## src/lgt_pkg.sv

```systemverilog
// shared types and constants for the logic tile datapath, status/control and pin stage
// assumes one system clock; all routed signals arrive synchronous to it
package lgt_pkg;

   localparam int LGT_DW = 8;
   localparam int LGT_CFG_DEPTH = 8;
   localparam int LGT_CFG_AW = 3;
   localparam int LGT_RT_N = 6;
   localparam int LGT_PIN_N = 8;
   localparam int LGT_DRV_N = 4;
   localparam int LGT_STS_N = 8;
   localparam int LGT_OSRC_W = 3;
   localparam int LGT_SSRC_W = 4;

   localparam logic [7:0] LGT_CTL_RESET = 8'h00;
   localparam logic [7:0] LGT_STS_RESET = 8'h00;
   localparam logic [7:0] LGT_ACC_RESET = 8'h00;
   localparam logic [5:0] LGT_RT_RESET = 6'h00;
   localparam logic [3:0] LGT_DRV_RESET = 4'h0;
   localparam logic [1:0] LGT_COND_RESET = 2'h0;

   typedef enum logic [2:0] {
      LGT_OP_INC = 3'h0,
      LGT_OP_DEC = 3'h1,
      LGT_OP_ADD = 3'h2,
      LGT_OP_SUB = 3'h3,
      LGT_OP_AND = 3'h4,
      LGT_OP_OR = 3'h5,
      LGT_OP_XOR = 3'h6,
      LGT_OP_PASS = 3'h7
   } lgt_op_e;

   typedef enum logic [1:0] {
      LGT_SH_NONE = 2'h0,
      LGT_SH_LEFT = 2'h1,
      LGT_SH_RIGHT = 2'h2,
      LGT_SH_SWAP = 2'h3
   } lgt_shift_e;

   typedef enum logic [1:0] {
      LGT_CIN_ZERO = 2'h0,
      LGT_CIN_ROUTED = 2'h1,
      LGT_CIN_CHAIN = 2'h2,
      LGT_CIN_REG = 2'h3
   } lgt_cin_e;

   typedef enum logic [1:0] {
      LGT_SIN_ROUTED = 2'h0,
      LGT_SIN_CHAIN = 2'h1,
      LGT_SIN_REG = 2'h2,
      LGT_SIN_ZERO = 2'h3
   } lgt_sin_e;

   typedef enum logic [1:0] {
      LGT_RUN_ALWAYS = 2'h0,
      LGT_RUN_CTL = 2'h1,
      LGT_RUN_OFF = 2'h2,
      LGT_RUN_EXT = 2'h3
   } lgt_run_e;

   // one configuration memory word
   typedef struct packed {
      logic [3:0] spare;
      logic chain_eq;
      logic acc_we;
      lgt_sin_e sin_sel;
      lgt_cin_e cin_sel;
      logic reg_set;
      lgt_shift_e shift;
      lgt_op_e op;
   } lgt_cfg_s;

   // six routed datapath inputs
   typedef struct packed {
      logic ce;
      logic cin;
      logic sin;
      logic [2:0] cfg_addr;
   } lgt_rtin_s;

   // sources selectable onto each routed datapath output
   typedef struct packed {
      logic carry;
      logic sout;
      logic ones1;
      logic zero1;
      logic eq1;
      logic ones0;
      logic zero0;
      logic eq0;
   } lgt_osrc_s;

   typedef struct packed {
      logic [7:0] out_sync;
      logic [7:0] in_sync;
   } lgt_pin_cfg_s;

endpackage

```

## src/lgt_pin_bit.sv

```systemverilog
// one pin's routed data path: optional output pipeline and input double synchroniser
// assumes the system clock and an already synchronised active-low reset
`timescale 1ns/1ns
module lgt_pin_bit
   import lgt_pkg::*;
(
   input wire logic clk,
   input wire logic rst_n,
   input wire logic out_sync_en,
   input wire logic in_sync_en,
   input wire logic rt_out,
   input wire logic pin_in,
   output logic pin_out,
   output logic rt_in
);
   logic out_pipe_reg;
   logic in_meta_reg;
   logic in_sync_reg;

   always_ff @(posedge clk or negedge rst_n) begin
      if (!rst_n) begin
         out_pipe_reg <= 1'b0;
         in_meta_reg <= 1'b0;
         in_sync_reg <= 1'b0;
      end else begin
         out_pipe_reg <= rt_out;
         in_meta_reg <= pin_in;
         in_sync_reg <= in_meta_reg;
      end
   end

   assign pin_out = out_sync_en ? out_pipe_reg : rt_out;
   // unsynchronised path serves combinational feedthrough only
   assign rt_in = in_sync_en ? in_sync_reg : pin_in;
endmodule

```

## src/lgt_tile.sv

```systemverilog
// logic tile datapath with time multiplexing, status/control unit and pin stage
// assumes routed inputs synchronous to SYS_CLK and firmware access as plain strobes
//
// Overview of operation
// - carry, shift, compare chain to neighbour datapaths
// - carry/shift out registered, selectable next cycle
// - 8-bit datapath does 16-bit work in halves
// - six routed inputs and six routed outputs
// - routed inputs pick operation and serial data
// - each output selects condition or serial out
// - control register bits drive the routing
// - status register read-only, shows routed state
// - every status/control bit individually routable
// - sticky status captures pulse, cleared by read
// - control bit usable as block enable
// - datapath and status/control each have own enable selection
// - port has sixteen data, four drive routes
// - pin output optionally one register stage
// - pin input optionally two-stage synchronised
// - eight-by-sixteen configuration memory, routed address
`timescale 1ns/1ns
module lgt_tile
   import lgt_pkg::*;
(
   input wire logic SYS_CLK,
   input wire logic RST_N,
   input wire logic CFG_WE,
   input wire logic [LGT_CFG_AW-1:0] CFG_WADDR,
   input wire lgt_cfg_s CFG_WDATA,
   input wire logic DREG_WE,
   input wire logic DREG_SEL,
   input wire logic [LGT_DW-1:0] DREG_WDATA,
   input wire lgt_rtin_s RT_IN,
   input wire logic [LGT_RT_N-1:0][LGT_OSRC_W-1:0] OUT_SEL,
   output logic [LGT_RT_N-1:0] RT_OUT,
   output logic [LGT_DW-1:0] ACC0,
   output logic [LGT_DW-1:0] ACC1,
   input wire logic CHAIN_CI,
   input wire logic CHAIN_SI,
   input wire logic CHAIN_EQ_IN,
   output logic CHAIN_CO,
   output logic CHAIN_SO,
   output logic CHAIN_EQ_OUT,
   input wire lgt_run_e DP_RUN_SEL,
   input wire lgt_run_e SC_RUN_SEL,
   input wire logic [2:0] CE_BIT_SEL,
   input wire logic SC_EXT_CE,
   input wire logic CTL_WE,
   input wire logic [LGT_STS_N-1:0] CTL_WDATA,
   input wire logic [LGT_STS_N-1:0] CTL_ROUTE_EN,
   output logic [LGT_STS_N-1:0] CTL_RT_OUT,
   input wire logic [1:0] STS_RT_IN,
   input wire logic [LGT_STS_N-1:0][LGT_SSRC_W-1:0] STS_SEL,
   input wire logic [LGT_STS_N-1:0] STS_STICKY,
   input wire logic STS_RD,
   output logic [LGT_STS_N-1:0] STS_RDATA,
   input wire lgt_pin_cfg_s PIN_CFG,
   input wire logic [LGT_PIN_N-1:0] PIN_RT_OUT,
   input wire logic [LGT_PIN_N-1:0] PIN_IN,
   output logic [LGT_PIN_N-1:0] PIN_OUT,
   output logic [LGT_PIN_N-1:0] PIN_RT_IN,
   input wire logic [LGT_DRV_N-1:0] DRV_RT,
   output logic [LGT_DRV_N-1:0] PIN_DRV
);
   logic rst_meta_reg;
   logic rst_n_reg;
   lgt_cfg_s cfg_mem [LGT_CFG_DEPTH];
   lgt_cfg_s cfg;
   logic [LGT_DW-1:0] acc0_reg, acc1_reg, d0_reg, d1_reg;
   logic carry_reg, sout_reg;
   logic [1:0] eq_reg, zero_reg, ones_reg;
   logic [LGT_RT_N-1:0] rt_out_reg;
   logic [LGT_STS_N-1:0] ctl_reg, hold_reg, sts_rdata_reg;
   logic [LGT_DRV_N-1:0] drv_reg;
   logic [LGT_DW-1:0] a_val, d_val, sh_val;
   logic [LGT_DW:0] sum;
   logic cin, sin, sout, eq_now;
   logic dp_run, sc_run;
   lgt_osrc_s osrc;
   logic [LGT_RT_N-1:0] rt_out_next;
   logic [15:0] sts_src;
   logic [LGT_STS_N-1:0] sts_live, sts_set, hold_next, sts_view;

   // reset release through two flops
   always_ff @(posedge SYS_CLK or negedge RST_N) begin
      if (!RST_N) begin
         rst_meta_reg <= 1'b0;
         rst_n_reg <= 1'b0;
      end else begin
         rst_meta_reg <= 1'b1;
         rst_n_reg <= rst_meta_reg;
      end
   end

   function automatic logic run_en(lgt_run_e s, logic [7:0] c, logic [2:0] b, logic e);
      case (s)
         LGT_RUN_ALWAYS: run_en = 1'b1;
         LGT_RUN_CTL: run_en = c[b];
         LGT_RUN_OFF: run_en = 1'b0;
         LGT_RUN_EXT: run_en = e;
         default: run_en = 1'b0;
      endcase
   endfunction

   // independent enables for datapath and status/control
   assign dp_run = run_en(DP_RUN_SEL, ctl_reg, CE_BIT_SEL, RT_IN.ce);
   assign sc_run = run_en(SC_RUN_SEL, ctl_reg, CE_BIT_SEL, SC_EXT_CE);

   // configuration memory addressed by the routed inputs
   always_ff @(posedge SYS_CLK) begin
      if (CFG_WE) begin
         cfg_mem[CFG_WADDR] <= CFG_WDATA;
      end
   end
   assign cfg = cfg_mem[RT_IN.cfg_addr];

   // register set chosen per cycle lets one ALU serve two halves
   assign a_val = cfg.reg_set ? acc1_reg : acc0_reg;
   assign d_val = cfg.reg_set ? d1_reg : d0_reg;
   assign cin = (cfg.cin_sel == LGT_CIN_ROUTED) ? RT_IN.cin :
                (cfg.cin_sel == LGT_CIN_CHAIN) ? CHAIN_CI :
                (cfg.cin_sel == LGT_CIN_REG) ? carry_reg : 1'b0;
   assign sin = (cfg.sin_sel == LGT_SIN_ROUTED) ? RT_IN.sin :
                (cfg.sin_sel == LGT_SIN_CHAIN) ? CHAIN_SI :
                (cfg.sin_sel == LGT_SIN_REG) ? sout_reg : 1'b0;

   always_comb begin
      case (cfg.op)
         LGT_OP_INC: sum = {1'b0, a_val} + 9'h001;
         LGT_OP_DEC: sum = {1'b0, a_val} - 9'h001;
         LGT_OP_ADD: sum = {1'b0, a_val} + {1'b0, d_val} + {8'h00, cin};
         LGT_OP_SUB: sum = {1'b0, a_val} + {1'b0, ~d_val} + {8'h00, cin};
         LGT_OP_AND: sum = {1'b0, a_val & d_val};
         LGT_OP_OR: sum = {1'b0, a_val | d_val};
         LGT_OP_XOR: sum = {1'b0, a_val ^ d_val};
         LGT_OP_PASS: sum = {1'b0, a_val};
         default: sum = 9'h000;
      endcase
      case (cfg.shift)
         LGT_SH_LEFT: begin
            sh_val = {sum[6:0], sin};
            sout = sum[7];
         end
         LGT_SH_RIGHT: begin
            sh_val = {sin, sum[7:1]};
            sout = sum[0];
         end
         LGT_SH_SWAP: begin
            sh_val = {sum[3:0], sum[7:4]};
            sout = 1'b0;
         end
         default: begin
            sh_val = sum[7:0];
            sout = 1'b0;
         end
      endcase
   end

   // compare chains with the neighbour below when asked
   assign eq_now = (a_val == d_val) & (cfg.chain_eq ? CHAIN_EQ_IN : 1'b1);
   assign CHAIN_CO = sum[LGT_DW];
   assign CHAIN_SO = sout;
   assign CHAIN_EQ_OUT = eq_now;

   always_ff @(posedge SYS_CLK or negedge rst_n_reg) begin
      if (!rst_n_reg) begin
         acc0_reg <= LGT_ACC_RESET;
         acc1_reg <= LGT_ACC_RESET;
         d0_reg <= LGT_ACC_RESET;
         d1_reg <= LGT_ACC_RESET;
         carry_reg <= 1'b0;
         sout_reg <= 1'b0;
         eq_reg <= LGT_COND_RESET;
         zero_reg <= LGT_COND_RESET;
         ones_reg <= LGT_COND_RESET;
      end else begin
         if (DREG_WE && !DREG_SEL) d0_reg <= DREG_WDATA;
         if (DREG_WE && DREG_SEL) d1_reg <= DREG_WDATA;
         if (dp_run) begin
            if (cfg.acc_we && !cfg.reg_set) acc0_reg <= sh_val;
            if (cfg.acc_we && cfg.reg_set) acc1_reg <= sh_val;
            carry_reg <= sum[LGT_DW];
            sout_reg <= sout;
            eq_reg[cfg.reg_set] <= eq_now;
            zero_reg[cfg.reg_set] <= (sh_val == 8'h00);
            ones_reg[cfg.reg_set] <= (sh_val == 8'hff);
         end
      end
   end
   assign ACC0 = acc0_reg;
   assign ACC1 = acc1_reg;

   assign osrc = '{carry: carry_reg, sout: sout_reg, ones1: ones_reg[1], zero1: zero_reg[1],
                   eq1: eq_reg[1], ones0: ones_reg[0], zero0: zero_reg[0], eq0: eq_reg[0]};
   for (genvar i = 0; i < LGT_RT_N; i++) begin : g_rt_out
      assign rt_out_next[i] = osrc[OUT_SEL[i]];
   end

   // status sources: external routes, datapath outputs, pin inputs
   assign sts_src = {STS_RT_IN, rt_out_reg, PIN_RT_IN};
   for (genvar i = 0; i < LGT_STS_N; i++) begin : g_sts
      assign sts_live[i] = sts_src[STS_SEL[i]];
   end
   assign sts_set = sts_live & STS_STICKY & {LGT_STS_N{sc_run}};
   assign hold_next = sts_set | (hold_reg & ~{LGT_STS_N{STS_RD}});
   assign sts_view = (sts_live & ~STS_STICKY) | hold_reg | sts_set;

   always_ff @(posedge SYS_CLK or negedge rst_n_reg) begin
      if (!rst_n_reg) begin
         rt_out_reg <= LGT_RT_RESET;
         ctl_reg <= LGT_CTL_RESET;
         hold_reg <= LGT_STS_RESET;
         sts_rdata_reg <= LGT_STS_RESET;
         drv_reg <= LGT_DRV_RESET;
      end else begin
         rt_out_reg <= rt_out_next;
         if (CTL_WE && sc_run) ctl_reg <= CTL_WDATA;
         hold_reg <= hold_next;
         if (STS_RD) sts_rdata_reg <= sts_view;
         drv_reg <= DRV_RT;
      end
   end
   assign RT_OUT = rt_out_reg;
   assign CTL_RT_OUT = ctl_reg & CTL_ROUTE_EN;
   assign STS_RDATA = sts_rdata_reg;
   assign PIN_DRV = drv_reg;

   for (genvar i = 0; i < LGT_PIN_N; i++) begin : g_pin
      lgt_pin_bit u_pin (
         .clk(SYS_CLK),
         .rst_n(rst_n_reg),
         .out_sync_en(PIN_CFG.out_sync[i]),
         .in_sync_en(PIN_CFG.in_sync[i]),
         .rt_out(PIN_RT_OUT[i]),
         .pin_in(PIN_IN[i]),
         .pin_out(PIN_OUT[i]),
         .rt_in(PIN_RT_IN[i])
      );
   end
endmodule

```

## config.mk

```make
export PLATFORM = sky130hd
export DESIGN_NAME = lgt_tile
export DESIGN_NICKNAME = d
export VERILOG_FILES = /design/src/lgt_pkg.sv /design/src/lgt_pin_bit.sv /design/src/lgt_tile.sv
export SDC_FILE = /design/constraint.sdc
export NUM_CORES = 1
export LEC_CHECK = 0
export BUFFER_PORTS_ARGS = -buffer_cell sky130_fd_sc_hd__buf_2
export CAP_MARGIN = 20
export CORE_MARGIN = 3
export CORE_UTILIZATION = 55
export CTS_BUF_LIST = sky130_fd_sc_hd__clkbuf_16
export DETAILED_ROUTE_END_ITERATION = 16
export GPL_TIMING_DRIVEN = 0
export HOLD_SLACK_MARGIN = 0.02
export PLACE_DENSITY = 0.89
export REMOVE_ABC_BUFFERS = 1
export SLEW_MARGIN = 10
export SYNTH_ARGS = -nofsm -noshare
export SYNTH_HDL_FRONTEND = slang
export SYNTH_SLANG_ARGS = --single-unit
```

## constraint.sdc

```tcl
create_clock -name SYS_CLK -period 6.75 [get_ports SYS_CLK]
set_input_delay 0.3375 -clock SYS_CLK [delete_from_list [all_inputs] [get_ports SYS_CLK]]
set_output_delay 0.3375 -clock SYS_CLK [all_outputs]
set_load 0.02 [all_outputs]
```

==> impl_metrics.yaml <==
final_layout:
  final_cells: 1342
  nets: 1266
  areaGrowthSynthToFinish_pct: 18.6
  n_antenna_cell: 0
  drive_gt1_share_pct: 40.8
  largest_reg_flops: 96
  post-route-util_pct: 67.5
  regMostFlops: "cfg_mem"
placed_design:
  port-buffer-count: 219
  gp_congestion: 0.933
  hpwlAfterDp_um: 21100
  dp_cells: 1290
pwr:
  p_leak_nw: 5.58
  max-vdd-ir-drop_v: 0.000262
  power.density_mw_per_mm2: 306
  power.total_mw: 4.07
floorplanning:
  die_h_um: 149
  die-area_mm2: 0.0221
  rows: 51
  core_mm2: 0.0197
  start_util_pct: 56.9
  die_x_um: 149
  io_pins: 224
timing:
  tightestPinTransition_ps: 933
  finClkSkew_ps: 13.9
  hold_viol: 0
  slew_viol_final: 0
  slew-limit-headroom_pct: 37.6
  post-route-period-util_pct: 91.7
  setup_tns_ps: 0
  period_minus_slack_ps: 6190
  grt_setup_unrepaired: "no"
  clock.fmax_mhz: 162
  holdWs_ps: 50.6
  setup-violations-final: 0
clocking:
  cts-root-buf: "clkbuf_16"
  cts_max_level: 4
  cts_sinks: 196
  cts_tree: "yes"
  path_clk_slew_ps: 70
  cts_buffers: 17
  insertion_delay_ps: 440
  cts_buffer_depth: 2
route:
  via_per_inst: 6.21
  routedWlPerCell_um: 21.7
  initialDrtViolationCount: 712
  dr_total_vias: 8332
  routed_wl_um: 29200
  drc_errors: 0
  drtAntennaViolNets: 0
  dr.pass1.iters: 6
grt:
  grt_pass1_wl_um: 45100
  grt_usage_pct: 26.1
  grt_overflow: 0
  grt_antenna_before_repair: 1
  grt_max_degree: 52
  grt_pass1_vias: 8370
outcome:
  status: "finished, final reports clean"
yosys:
  synthCells: 843
  synth.distinct_cells: 65
  synth_edf_count: 96
  netlist.area_leader.share_pct: 25.7
  synth_flop_cell: "dfrtp_1"
  ys_seq_area_share_pct: 48.0
  synthTopCellsByArea: "edfxtp_1 26%, dfrtp_1 22%, mux4_2 15%"
  yosysWarnings: 0
  ys_ff_latch: 196
  synth.avg_cell_area_um2: 13.3
  synthArstFlopShare_pct: 51.0
  synth_top_area_cell: "edfxtp_1"
  syn_area_mm2: 0.0112
worst_setup_path:
  r2r_cells: 19
  end_kind: "flip-flop"
  crit_fanout: 31
  required_ps: 7070
  startpoint_type: "input pin"
  cp_data_arrival_time_ps: 6510
  path_class: "in2reg"
run:
  maxCapViolations: 0
min_path:
  hold_path.class: "in2reg"
  min_path_cells: 1
-- Yosys cell counts (all sizes together) (12+ instances only) --
library cell / number
a21oi: 43
and2: 13
buf: 25
clkbuf: 23
dfrtp: 100
edfxtp: 96
ha: 36
inv: 43
mux2: 88
mux2i: 33
mux4: 77
nand2: 44
nand3: 18
nor2: 46
nor3: 12
o21ai: 31
-- cell type report --
type / count / area, µm²
Timing Repair Buffer: 250 / 1430
Sequential cell: 196 / 5390
Clock buffer: 17 / 425
Tap cell: 265 / 332
Clock inverter: 15 / 156
Multi-Input combinational cell: 556 / 5410
Fill cell: 1390 / 6420
Inverter: 43 / 161
-- cells in the final DEF, fill, tap and decap left out, types with 4 or more instances in the layout --
cell type	instances
buf_2	218
dfrtp_1	99
edfxtp_1	96
mux2_2	86
mux4_2	77
nor2_1	46
nand2_1	44
a21oi_1	43
inv_1	43
ha_1	36
o21ai_0	30
mux2i_1	30
dlygate4sd3_1	20
nand3_1	18
clkbuf_16	17
and2_1	13
nor3_1	10
o31ai_1	8
nor2b_1	8
buf_6	7
a221oi_1	5
nand2b_1	5
o21a_1	5
a31oi_1	4
o22ai_1	4
a21o_1	4
a32oi_1	4
a21boi_0	4
or2_2	4
inv_8	4
-- path summary, 6_finish.rpt --
path | startpoint | to | slack (ps)
hold / removal | PIN_IN[1] | g_pin[1].u_pin.in_meta_reg | 50
max in group asynchronous | rst_n_reg | PIN_DRV[3] | 5650
hold reg to reg | g_pin[1].u_pin.in_meta_reg | g_pin[1].u_pin.in_sync_reg | 340
setup reg to reg | cfg_mem[5][5] | zero_reg[1] | 730
min in group asynchronous | RST_N | rst_n_reg | 220
setup / recovery | RT_IN[0] | zero_reg[1] | 560
-- power breakdown --
| group | switching [mW] | internal [mW] | total, mW | leakage, nW |
|---|---|---|---|---|
| sequential | 0.118 | 1.38 | 1.50 | 2.09 |
| combinational | 0.905 | 0.652 | 1.56 | 3.21 |
| clock | 0.485 | 0.525 | 1.01 | 0.283 |
-- worst max-delay path, cell delays in order --
cell       delay [ps]
clkbuf_4          500
mux2i_1           280
mux4_2            780
mux2_2            430
ha_1              290
inv_1              80
ha_1              160
a21oi_1            60
mux2_2            340
fa_1              480
nor2b_1           130
o21ai_0           170
a31o_2            330
a21oi_1           180
a2111oi_0          90
a2111o_1          470
and2_1            190
o22a_1            260
or4b_1            580
o41ai_1           340
-- cell families (layout without fill, tap and decap cells) --
kind of cell	after synthesis	in the layout	synth area share (%)
multiplexers	198	198	27.4
flip-flops	196	196	48.0
AND/OR/NAND/NOR	164	164	6.92
AO/OA/AOI/OAI	150	150	8.84
buffers and inverters	91	325	3.88
adder cells (fa/ha/maj)	39	39	4.55
XOR/XNOR	4	4	0.313
other	1	1	0.0334
-- through the flow --
stage | area (µm²) | setup slack, ps
floorplan | 10900 | 1520
global placement | 12400 | -27.4
detailed placement | 12500 | -110
CTS | 13300 | 324
global route | 13300 | 158
finish | 13300 | 559
-- repair_timing --
action / 4_1_cts / 5_1_grt
hold buffers: 20 / 0
hold endpoints to repair: 21 / 0
setup buffers: 0 / 0
setup endpoints to repair: 0 / 2
resized for setup: 0 / 1
-- per-layer routing --
layer | GRT usage [%] | share of wire, % | vias up
li1 | - | - | 3691
met1 | 33.5 | 38 | 4085
met2 | 43.8 | 50 | 470
met3 | 6.29 | 8.7 | 84
met4 | 9.52 | 3.3 | 2
met5 | 0 | 0.045 | -
No activity file was read; power rests on OpenSTA's default activity.
